**src/verilog/spg_defs.vh**
```
/*
 * Constants of the stepper pulse train generator: register indices,
 * control bit positions, reset values, field widths and timing figures.
 * Assumes a 20 MHz system clock; included by bare name.
 */
`ifndef SPG_DEFS_VH
`define SPG_DEFS_VH

// register indices; byte address is four times the index
`define SPG_IDX_CTRL        4'h0
`define SPG_IDX_TOTAL       4'h1
`define SPG_IDX_FSTART      4'h2
`define SPG_IDX_FOPER       4'h3
`define SPG_IDX_ACCEL_INC   4'h4
`define SPG_IDX_BRAKE_DEC   4'h5
`define SPG_IDX_JOG_STEPS   4'h6
`define SPG_IDX_JOG_FREQ    4'h7
`define SPG_IDX_STATUS      4'h8
`define SPG_IDX_CUR_FREQ    4'h9
`define SPG_IDX_ACCEL_N     4'ha
`define SPG_IDX_BRAKE_N     4'hb
`define SPG_IDX_LAST        4'hb
`define SPG_IDX_NONE        4'hf

// control register bits
`define SPG_CTRL_ENABLE     0
`define SPG_CTRL_START      1
`define SPG_CTRL_BRAKE      2
`define SPG_CTRL_JOG        3
`define SPG_CTRL_PIN        4
`define SPG_CTRL_W          5

// reset values
`define SPG_CTRL_RST        5'h00
`define SPG_CFG_RST         32'h00000000
`define SPG_FREQ_RST        20'h00000

// frequency settings are whole hertz in the low bits
`define SPG_FREQ_W          20
`define SPG_MHZ_PER_HZ      1000

// timing
`define SPG_CLK_HZ          40'd20000000
`define SPG_JOG_LONG_MS     500
`define SPG_MS_PER_S        1000
// jog hold that selects manual mode: 0.5 s of 20 MHz clocks
`define SPG_JOG_LONG_CYC    24'h989680

`endif

```
**src/verilog/spg_top.v**
```verilog
/*
 * Stepper pulse train generator with an APB register slave. Emits square
 * wave step pulses on one dedicated fast output: normal jobs with linear
 * ramp up, constant run and ramp down, plus jog step and jog manual modes.
 * Assumes one 20 MHz clock, APB inputs synchronous to it, and an external
 * power stage reading the fast output.
 */
// Overview of operation
// - pulse count on the fast output equals the programmed count
// - each step is high for its half period and low as long, or longer for halves under 21 cycles while the divider runs
// - the generator drives its pin in ST_RUN; in every other state the software pin level shows
// - normal job runs acceleration, constant run, then deceleration
// - acceleration raises frequency per step from start to operating
// - deceleration lowers frequency per step from operating to start
// - accel steps equal (operating minus start) times 1000 over increment
// - brake steps equal (operating minus start) times 1000 over decrement
// - run steps equal total minus accel and brake steps
// - an uninterrupted normal job emits exactly the total count
// - start and jog are honoured only while enable is set
// - raising jog instead runs the generator in jog mode
// - jog step mode emits the jog step count
// - jog manual mode ramps up to and holds the jog frequency
// - enable falling resets at once, no braking ramp
// - start edge while a job is active is ignored
// - brake edge in a normal job aborts into braking; active clears when braking ends
// - jog held at most half a second selects step mode, else manual
`timescale 1ns/1ps
`default_nettype none
`include "spg_defs.vh"

module spg_top #(
    parameter [23:0] JOG_LONG_CYC = `SPG_JOG_LONG_CYC
) (
    input  wire        clk_sys_i,
    input  wire        arst_n_i,
    input  wire        psel_i,
    input  wire        penable_i,
    input  wire        pwrite_i,
    input  wire [7:0]  paddr_i,
    input  wire [31:0] pwdata_i,
    output reg  [31:0] prdata_o,
    output reg         pready_o,
    output reg         pslverr_o,
    output reg         fast_output_one_o,
    output reg         job_active_o
);
    localparam [31:0] MHZ      = `SPG_MHZ_PER_HZ;
    localparam [39:0] HALF_NUM = (`SPG_CLK_HZ * `SPG_MHZ_PER_HZ) / 2;
    localparam [2:0]  ST_IDLE  = 3'h0;
    localparam [2:0]  ST_ACC   = 3'h1;
    localparam [2:0]  ST_BRK   = 3'h2;
    localparam [2:0]  ST_HALF  = 3'h3;
    localparam [2:0]  ST_RUN   = 3'h4;
    localparam [1:0]  M_NORMAL = 2'h0;
    localparam [1:0]  M_JSTEP  = 2'h1;
    localparam [1:0]  M_JMAN   = 2'h2;

    function [3:0] spg_index;
        input [7:0] a;
        begin
            if (a[1:0] == 2'b00 && a[7:6] == 2'b00 &&
                a[5:2] <= `SPG_IDX_LAST)
                spg_index = a[5:2];
            else
                spg_index = `SPG_IDX_NONE;
        end
    endfunction

    reg [`SPG_CTRL_W-1:0] ctrl;
    reg [31:0]            total_step_count;
    reg [`SPG_FREQ_W-1:0] start_frequency, operating_frequency;
    reg [31:0]            accel_step_increment, brake_step_decrement;
    reg [31:0]            jog_step_count;
    reg [`SPG_FREQ_W-1:0] jog_frequency;
    reg [2:0]  state;
    reg [1:0]  mode;
    reg [31:0] rem, accel_n, brake_n, current_frequency;
    reg [31:0] next_mhz, half_len, half_cnt, dv_r, dv_d;
    reg [23:0] jog_cnt;
    reg [39:0] dv_q;
    reg [5:0]  dv_cnt;
    reg        counted, brk_mode, out_q, need_calc, last_step;
    reg        jog_timing, dv_busy, en_d, start_d, brk_d, jog_d;

    wire        en   = ctrl[`SPG_CTRL_ENABLE];
    wire        strt = ctrl[`SPG_CTRL_START];
    wire        brk  = ctrl[`SPG_CTRL_BRAKE];
    wire        jog  = ctrl[`SPG_CTRL_JOG];
    wire [3:0]  idx  = spg_index(paddr_i);
    wire        setup = psel_i & ~penable_i;
    wire        wr_acc = psel_i & penable_i & pwrite_i & pready_o;
    wire [31:0] fs_m = {12'h000, start_frequency} * MHZ;
    wire [31:0] fo_m = {12'h000, operating_frequency} * MHZ;
    wire [31:0] pf_m = {12'h000, jog_frequency} * MHZ;
    wire [31:0] diff_m = (fo_m > fs_m) ? fo_m - fs_m : 32'h00000000;
    wire [33:0] dv_trial = {1'b0, dv_r, dv_q[39]} - {2'b00, dv_d};
    wire [31:0] dv_sat = (|dv_q[39:32]) ? 32'hffffffff : dv_q[31:0];
    wire [31:0] half_q = (dv_sat == 32'h00000000) ? 32'h00000001 : dv_sat;
    reg  [31:0] top_m, nf, rd_val;

    // next step frequency, decided once per step from the remaining count
    always @* begin
        case (mode)
            M_JMAN:  top_m = pf_m;
            M_JSTEP: top_m = fs_m;
            default: top_m = fo_m;
        endcase
        if (brk_mode || (mode == M_NORMAL && rem <= brake_n)) begin
            if (current_frequency > fs_m &&
                current_frequency - fs_m > brake_step_decrement)
                nf = current_frequency - brake_step_decrement;
            else
                nf = fs_m;
        end else if (current_frequency < top_m &&
                     top_m - current_frequency > accel_step_increment) begin
            nf = current_frequency + accel_step_increment;
        end else begin
            nf = top_m;
        end
    end

    always @* begin
        case (idx)
            `SPG_IDX_CTRL:      rd_val = {27'h0000000, ctrl};
            `SPG_IDX_TOTAL:     rd_val = total_step_count;
            `SPG_IDX_FSTART:    rd_val = {12'h000, start_frequency};
            `SPG_IDX_FOPER:     rd_val = {12'h000, operating_frequency};
            `SPG_IDX_ACCEL_INC: rd_val = accel_step_increment;
            `SPG_IDX_BRAKE_DEC: rd_val = brake_step_decrement;
            `SPG_IDX_JOG_STEPS: rd_val = jog_step_count;
            `SPG_IDX_JOG_FREQ:  rd_val = {12'h000, jog_frequency};
            `SPG_IDX_STATUS:    rd_val = {23'h000000, mode, brk_mode,
                                          jog_timing, out_q, state,
                                          job_active_o};
            `SPG_IDX_CUR_FREQ:  rd_val = current_frequency;
            `SPG_IDX_ACCEL_N:   rd_val = accel_n;
            `SPG_IDX_BRAKE_N:   rd_val = brake_n;
            default:            rd_val = 32'h00000000;
        endcase
    end

    // apb slave: one wait-free access cycle, data latched at setup
    always @(posedge clk_sys_i or negedge arst_n_i) begin
        if (!arst_n_i) begin
            prdata_o             <= 32'h00000000;
            pready_o             <= 1'b0;
            pslverr_o            <= 1'b0;
            ctrl                 <= `SPG_CTRL_RST;
            total_step_count     <= `SPG_CFG_RST;
            start_frequency      <= `SPG_FREQ_RST;
            operating_frequency  <= `SPG_FREQ_RST;
            accel_step_increment <= `SPG_CFG_RST;
            brake_step_decrement <= `SPG_CFG_RST;
            jog_step_count       <= `SPG_CFG_RST;
            jog_frequency        <= `SPG_FREQ_RST;
        end else begin
            pready_o  <= setup;
            pslverr_o <= setup & (idx == `SPG_IDX_NONE);
            if (setup)
                prdata_o <= rd_val;
            if (wr_acc) begin
                case (idx)
                    `SPG_IDX_CTRL:
                        ctrl <= pwdata_i[`SPG_CTRL_W-1:0];
                    `SPG_IDX_TOTAL:
                        total_step_count <= pwdata_i;
                    `SPG_IDX_FSTART:
                        start_frequency <= pwdata_i[`SPG_FREQ_W-1:0];
                    `SPG_IDX_FOPER:
                        operating_frequency <= pwdata_i[`SPG_FREQ_W-1:0];
                    `SPG_IDX_ACCEL_INC:
                        accel_step_increment <= pwdata_i;
                    `SPG_IDX_BRAKE_DEC:
                        brake_step_decrement <= pwdata_i;
                    `SPG_IDX_JOG_STEPS:
                        jog_step_count <= pwdata_i;
                    `SPG_IDX_JOG_FREQ:
                        jog_frequency <= pwdata_i[`SPG_FREQ_W-1:0];
                    default: ;
                endcase
            end
        end
    end

    task spg_launch;
        input [39:0] num;
        input [31:0] den;
        begin
            dv_q    <= num;
            dv_r    <= 32'h00000000;
            dv_d    <= den;
            dv_cnt  <= 6'd40;
            dv_busy <= 1'b1;
        end
    endtask
    task spg_step_start;
        input [31:0] freq;
        begin
            current_frequency <= freq;
            half_len          <= half_q;
            half_cnt          <= half_q;
            out_q             <= 1'b1;
            need_calc         <= 1'b1;
            if (counted)
                rem <= rem - 32'h00000001;
        end
    endtask
    // job engine with a shared 40-cycle restoring divider
    always @(posedge clk_sys_i or negedge arst_n_i) begin
        if (!arst_n_i) begin
            state <= ST_IDLE; mode <= M_NORMAL; counted <= 1'b0;
            brk_mode <= 1'b0; rem <= 32'h00000000;
            accel_n <= 32'h00000000; brake_n <= 32'h00000000;
            current_frequency <= 32'h00000000; next_mhz <= 32'h00000000;
            half_len <= 32'h00000001; half_cnt <= 32'h00000001;
            out_q <= 1'b0; need_calc <= 1'b0; last_step <= 1'b0;
            jog_timing <= 1'b0; jog_cnt <= 24'h000000;
            en_d <= 1'b0; start_d <= 1'b0; brk_d <= 1'b0; jog_d <= 1'b0;
            dv_q <= 40'h0000000000; dv_r <= 32'h00000000;
            dv_d <= 32'h00000000; dv_cnt <= 6'h00; dv_busy <= 1'b0;
            job_active_o <= 1'b0; fast_output_one_o <= 1'b0;
        end else begin
            en_d    <= en;
            start_d <= strt;
            brk_d   <= brk;
            jog_d   <= jog;
            job_active_o <= (state != ST_IDLE);
            // software pin level reaches the pin in every state except ST_RUN
            fast_output_one_o <= (state == ST_RUN) ? out_q
                                 : ctrl[`SPG_CTRL_PIN];
            if (dv_busy) begin
                dv_q <= {dv_q[38:0], ~dv_trial[33]};
                dv_r <= dv_trial[33] ? {dv_r[30:0], dv_q[39]}
                                     : dv_trial[31:0];
                dv_cnt <= dv_cnt - 6'd1;
                if (dv_cnt == 6'd1)
                    dv_busy <= 1'b0;
            end
            case (state)
                ST_IDLE: begin
                    if (en && jog && !jog_d && !jog_timing) begin
                        jog_timing <= 1'b1;
                        jog_cnt    <= 24'h000000;
                    end else if (jog_timing) begin
                        if (!jog) begin
                            jog_timing <= 1'b0;
                            if (jog_step_count != 32'h00000000) begin
                                mode    <= M_JSTEP;
                                counted <= 1'b1;
                                rem     <= jog_step_count;
                                state   <= ST_HALF;
                                spg_launch(HALF_NUM, fs_m);
                            end
                        end else if (jog_cnt == JOG_LONG_CYC - 24'd1) begin
                            jog_timing <= 1'b0;
                            mode       <= M_JMAN;
                            counted    <= 1'b0;
                            state      <= ST_HALF;
                            spg_launch(HALF_NUM, fs_m);
                        end else begin
                            jog_cnt <= jog_cnt + 24'd1;
                        end
                    end else if (en && strt && !start_d && !brk &&
                                 total_step_count != 32'h00000000) begin
                        mode    <= M_NORMAL;
                        counted <= 1'b1;
                        rem     <= total_step_count;
                        state   <= ST_ACC;
                        spg_launch({8'h00, diff_m}, accel_step_increment);
                    end
                end
                ST_ACC: begin
                    if (!dv_busy) begin
                        accel_n <= dv_sat;
                        state   <= ST_BRK;
                        spg_launch({8'h00, diff_m}, brake_step_decrement);
                    end
                end
                ST_BRK: begin
                    if (!dv_busy) begin
                        brake_n <= dv_sat;
                        state   <= ST_HALF;
                        spg_launch(HALF_NUM, fs_m);
                    end
                end
                ST_HALF: begin
                    if (!dv_busy) begin
                        state <= ST_RUN;
                        spg_step_start(fs_m);
                    end
                end
                ST_RUN: begin
                    if (need_calc) begin
                        need_calc <= 1'b0;
                        next_mhz  <= nf;
                        spg_launch(HALF_NUM, nf);
                        last_step <= (counted && rem == 32'h00000000) ||
                                     ((brk_mode || (mode == M_JMAN && !jog))
                                      && current_frequency <= fs_m);
                    end
                    if (half_cnt > 32'h00000001) begin
                        half_cnt <= half_cnt - 32'h00000001;
                    end else if (out_q) begin
                        out_q    <= 1'b0;
                        half_cnt <= half_len;
                    end else if (last_step && !need_calc) begin
                        state     <= ST_IDLE;
                        brk_mode  <= 1'b0;
                        last_step <= 1'b0;
                    end else if (!dv_busy && !need_calc) begin
                        spg_step_start(next_mhz);
                    end
                end
                default: state <= ST_IDLE;
            endcase
            // brake is honoured in normal jobs only; start edges while
            // a job runs fall through the idle-only start branch
            if (state != ST_IDLE && mode == M_NORMAL && brk && !brk_d)
                brk_mode <= 1'b1;
            if (state != ST_IDLE && mode == M_JMAN && !jog)
                brk_mode <= 1'b1;
            // abrupt stop: the motor may lose its reference point
            if (en_d && !en) begin
                state      <= ST_IDLE;
                out_q      <= 1'b0;
                brk_mode   <= 1'b0;
                need_calc  <= 1'b0;
                last_step  <= 1'b0;
                jog_timing <= 1'b0;
                dv_busy    <= 1'b0;
            end
        end
    end
endmodule

`default_nettype wire

```
**config.mk**
```make
export PLATFORM = sky130hd
export DESIGN_NAME = spg_top
export DESIGN_NICKNAME = d
export VERILOG_FILES = /design/src/verilog/spg_top.v
export VERILOG_INCLUDE_DIRS = /design/src /design/src/verilog
export SDC_FILE = /design/constraint.sdc
export NUM_CORES = 2
export LEC_CHECK = 0
export BUFFER_PORTS_ARGS = -buffer_cell sky130_fd_sc_hd__buf_2
export CAP_MARGIN = 20
export CORE_MARGIN = 1.5
export CORE_UTILIZATION = 41
export CTS_BUF_LIST = sky130_fd_sc_hd__clkbuf_2
export CTS_CLUSTER_DIAMETER = 80
export CTS_CLUSTER_SIZE = 28
export DETAILED_ROUTE_END_ITERATION = 8
export SYNTH_ARGS = -nofsm -noshare
export SYNTH_HDL_FRONTEND = slang
export SYNTH_SLANG_ARGS = --single-unit
```
**constraint.sdc**
```tcl
create_clock -name clk_sys_i -period 14.65 [get_ports clk_sys_i]
set_clock_uncertainty 0.1 [all_clocks]
set_input_delay 0 -clock clk_sys_i [delete_from_list [all_inputs] [get_ports clk_sys_i]]
set_output_delay 0 -clock clk_sys_i [all_outputs]
set_load 0.01 [all_outputs]
```
==> run_summary.xml <==
<?xml version="1.0" encoding="UTF-8"?>
<metrics>
  <group name="outcome">
    <metric name="outcome" unit="">finished clean</metric>
  </group>
  <group name="floorplan">
    <metric name="die_height" unit="µm">362</metric>
    <metric name="initial_util" unit="">0.414</metric>
    <metric name="io-pin-count" unit="">81</metric>
    <metric name="num_rows" unit="">131</metric>
    <metric name="die_width" unit="µm">362</metric>
    <metric name="placeableCoreArea" unit="µm²">128000</metric>
    <metric name="die_ar" unit="µm²">131000</metric>
  </group>
  <group name="drt">
    <metric name="routed_via_density" unit="">6.28</metric>
    <metric name="detail_route.iter0.violations" unit="">6277</metric>
    <metric name="wl_per_cell" unit="µm">28.0</metric>
    <metric name="drc" unit="">0</metric>
    <metric name="finalWirelength" unit="µm">222000</metric>
    <metric name="vias" unit="">49654</metric>
    <metric name="postRouteAntennaNets" unit="">0</metric>
    <metric name="detail_route.first_pass.iterations" unit="">9</metric>
  </group>
  <group name="pwr">
    <metric name="cellInternalPower" unit="µW">4210</metric>
    <metric name="switchingPower" unit="µW">5010</metric>
    <metric name="ir_drop" unit="mV">0.105</metric>
    <metric name="cellPowerDensity" unit="nW/µm²">160</metric>
    <metric name="comb_power_share" unit="">0.637</metric>
    <metric name="static-leakage-power" unit="µW">0.0267</metric>
    <metric name="power_frac_seq" unit="">0.263</metric>
    <metric name="power_switching_share" unit="">0.543</metric>
    <metric name="share_clk_of_total_power" unit="">0.100</metric>
  </group>
  <group name="timing">
    <metric name="grt_setup_unrepaired" unit="">no</metric>
    <metric name="final_hold_viol_count" unit="">0</metric>
    <metric name="tightestPinTransition" unit="ns">1.49</metric>
    <metric name="maxSlewViolCount" unit="">0</metric>
    <metric name="setup_viol" unit="">0</metric>
    <metric name="setup_tns" unit="ns">0</metric>
    <metric name="maximum_operating_frequency" unit="GHz">0.0836</metric>
    <metric name="slew-limit-headroom" unit="">0.00821</metric>
    <metric name="fin_crit" unit="ns">11.97</metric>
    <metric name="timing.final.crit_share" unit="">0.817</metric>
  </group>
  <group name="grt">
    <metric name="vias_in_the_first_global_route" unit="">46834</metric>
    <metric name="grt_first_pass_wirelength" unit="µm">321000</metric>
    <metric name="grt.total_usage" unit="">0.331</metric>
    <metric name="largest_net_degree_at_the_start_of_global_routing" unit="">163</metric>
    <metric name="grt_antenna_before_repair" unit="">16</metric>
    <metric name="grt_overflow_total" unit="">0</metric>
  </group>
  <group name="worst_hold_path">
    <metric name="min_to" unit="">jog_frequency[0]$_DFFE_PN0P_</metric>
    <metric name="hold_path.startpoint" unit="">pwdata_i[0]</metric>
    <metric name="min_path_cells" unit="">4</metric>
    <metric name="worst_min_path_class" unit="">in -&gt; reg</metric>
  </group>
  <group name="yosys">
    <metric name="yosys.area.top_type" unit="">dfrtp_1</metric>
    <metric name="library_cells_used_by_synthesis" unit="">109</metric>
    <metric name="number_of_synthesized_register_bits" unit="">603</metric>
    <metric name="syn_avg_cell_area" unit="µm²">8.68</metric>
    <metric name="synth_cells" unit="">6100</metric>
    <metric name="yosysSeqAreaShare" unit="">0.285</metric>
    <metric name="dominantRegCellSynth" unit="">dfrtp_1</metric>
    <metric name="synth.most_common_cell" unit="">dfrtp_1</metric>
    <metric name="synth_edf_count" unit="">0</metric>
    <metric name="ys_warn_count" unit="">0</metric>
    <metric name="ys_top_cells_by_area" unit="">dfrtp_1 28%, ha_1 11%, fa_1 8.1%</metric>
    <metric name="syn_nets" unit="">6819</metric>
    <metric name="synth.top_cells.by_count" unit="">601 x dfrtp_1, 588 x inv_1, 561 x nand2_1</metric>
    <metric name="synth_top_area_share" unit="">0.284</metric>
    <metric name="post_synth_instance_area" unit="µm²">53000</metric>
    <metric name="synth_async_sr_flop_share" unit="">1.00</metric>
  </group>
  <group name="clock_network">
    <metric name="cts_tree" unit="">yes</metric>
    <metric name="cts-root-to-sink-buffers" unit="">3</metric>
    <metric name="cts_resized" unit="">0</metric>
    <metric name="cts.reportedPaths.clkPinSlew" unit="ns">0.55</metric>
    <metric name="ctsRootBufferMaster" unit="">clkbuf_2</metric>
    <metric name="clkSinkCount" unit="">603</metric>
    <metric name="number_of_buffers_inserted_during_clock_tree_synthesis" unit="">42</metric>
    <metric name="number_of_levels_the_h_tree_was_split_into" unit="">2</metric>
    <metric name="clk-insertion-delay-late" unit="ns">1.65</metric>
  </group>
  <group name="setup_path">
    <metric name="worst_path_largest_cell_delay" unit="ns">0.85</metric>
    <metric name="crit-reg2reg-capture" unit="">dv_d[22]$_DFFE_PN0P_</metric>
    <metric name="cp_max_fo" unit="">15</metric>
    <metric name="timing_worst_setup_path_type" unit="">reg -&gt; reg</metric>
    <metric name="timing.critical_path.slowest_stage_cell" unit="">xnor2_1</metric>
    <metric name="critical_path_arrival" unit="ns">13.26</metric>
    <metric name="crit_required" unit="ns">15.94</metric>
    <metric name="crit_top_cell" unit="">fa_1</metric>
    <metric name="worst_setup_path_start_kind" unit="">flip-flop</metric>
    <metric name="setup.worst_path.end_class" unit="">flip-flop</metric>
    <metric name="r2r_start" unit="">start_frequency[1]$_DFFE_PN0P_</metric>
    <metric name="worst-r2r-setup-slack" unit="ns">2.68</metric>
    <metric name="r2r_cells" unit="">35</metric>
  </group>
  <group name="place">
    <metric name="place.detailed.hpwl" unit="µm">170000</metric>
    <metric name="io_buffer_count" unit="">80</metric>
    <metric name="routabilityCongestion" unit="">1.09</metric>
  </group>
  <group name="run">
    <metric name="max_cap_violations" unit="">0</metric>
  </group>
  <group name="finish">
    <metric name="final_layout_size_suffix_gt1_frac" unit="">0.0789</metric>
    <metric name="syn_to_final_growth" unit="%">8.88</metric>
    <metric name="final_core_utilization" unit="">0.451</metric>
    <metric name="fin_nets" unit="">6920</metric>
  </group>
</metrics>
critical path: cells and delay by family (launching register included):
family	cells	cell delay, ns
flops	1	0.81
simple gates	10	2.69
buf+inv	3	0.68
fa+ha+maj	7	3.12
xor+xnor	2	0.99
compound gates	13	3.31
flip-flops by register name, indices dropped and copies added (netlist names), 24 cells and up:
name / flops
jog_step_count: 32
accel_n: 32
prdata_o: 32
half_len: 32
next_mhz: 32
dv_r: 32
rem: 32
half_cnt: 32
brake_n: 32
accel_step_increment: 32
current_frequency: 32
brake_step_decrement: 32
jog_cnt: 24
dv_q: 40
dv_d: 32
total_step_count: 32
cell families (layout without fill, tap and decap cells):
logic type               after synthesis  count (layout)  synth area share
adder cells (fa/ha/maj)              674             674             0.190
XOR/XNOR                             239             239            0.0395
AND/OR/NAND/NOR                     1636            1636             0.143
other                                  0              14                 0
AO/OA/AOI/OAI                       1831            1831             0.224
buffers and inverters                864             996            0.0627
multiplexers                         253             253            0.0562
flip-flops                           603             603             0.285
power by group through the flow:
stage          clock, µW  sequential, µW  combinational, µW
5_1_grt              974            2450               6340
3_5_place_dp           0            2430               5630
3_3_place_gp           0            2430               5600
4_1_cts              931            2410               5690
2_1_floorplan          0            2220               3970
6_report             921            2420               5870
layout make-up:
| cell class | instances | area (µm²) |
|---|---|---|
| multi-input combinational | 4633 | 34700 |
| sequential | 603 | 15100 |
| inverter | 589 | 2210 |
| timing repair buffer | 332 | 2850 |
| antenna | 14 | 35.0 |
| clock buffer | 43 | 215 |
| tap | 1662 | 2080 |
| fill | 12613 | 70200 |
| clock inverter | 32 | 453 |
layer usage:
layer	vias up	GRT usage	wire length [µm]
met5	-	0	81
met4	10	0.207	16700
met3	665	0.0727	22000
met2	2630	0.494	94300
met1	24328	0.435	88600
li1	22021	-	-
per-stage QoR:
stage	total power [µW]	std cells	cell area (µm²)	hold slack (ns)	setup slack [ns]
2_1_floorplan	6200	6100	53000	-0.396	5.80
3_3_place_gp	8020	7639	55100	0.0164	3.25
3_5_place_dp	8060	7641	55100	0.0193	3.23
4_1_cts	9030	7888	57500	0.0110	3.05
5_1_grt	9760	7896	57600	0.0894	2.10
6_report	9210	7908	57700	0.0870	2.68
cells in the final DEF (no fill, tap or decap), types with 96 or more instances in the layout:
cell type	n
a21oi_1	441
o21ai_0	487
nand2_1	559
nor2_1	486
xor2_1	96
xnor2_1	143
mux2_2	135
nand3_1	107
a21o_1	125
inv_1	588
ha_1	459
dlygate4sd3_1	168
fa_1	215
dfrtp_1	599
how the worst max path moves through the flow:
| stage | start | end | slack, ns | depth (start not counted) |
|---|---|---|---|---|
| 6_report | start_frequency[1]$_DFFE_PN0P_ | dv_d[22]$_DFFE_PN0P_ | 2.68 | 35 |
| 3_3_place_gp | start_frequency[1]$_DFFE_PN0P_ | dv_d[22]$_DFFE_PN0P_ | 3.25 | 36 |
| 4_1_cts | start_frequency[1]$_DFFE_PN0P_ | dv_d[14]$_DFFE_PN0P_ | 3.05 | 35 |
| 2_1_floorplan | start_frequency[1]$_DFFE_PN0P_ | dv_d[28]$_DFFE_PN0P_ | 5.80 | 34 |
| 5_1_grt | start_frequency[1]$_DFFE_PN0P_ | dv_d[24]$_DFFE_PN0P_ | 2.10 | 34 |
| 3_5_place_dp | start_frequency[1]$_DFFE_PN0P_ | dv_d[22]$_DFFE_PN0P_ | 3.23 | 35 |
timing repair:
action,in CTS,in global routing
setup buffers,0,0
hold buffers,172,0
endpoints found under the hold margin,733,0
No activity file was read; power rests on OpenSTA's default activity.
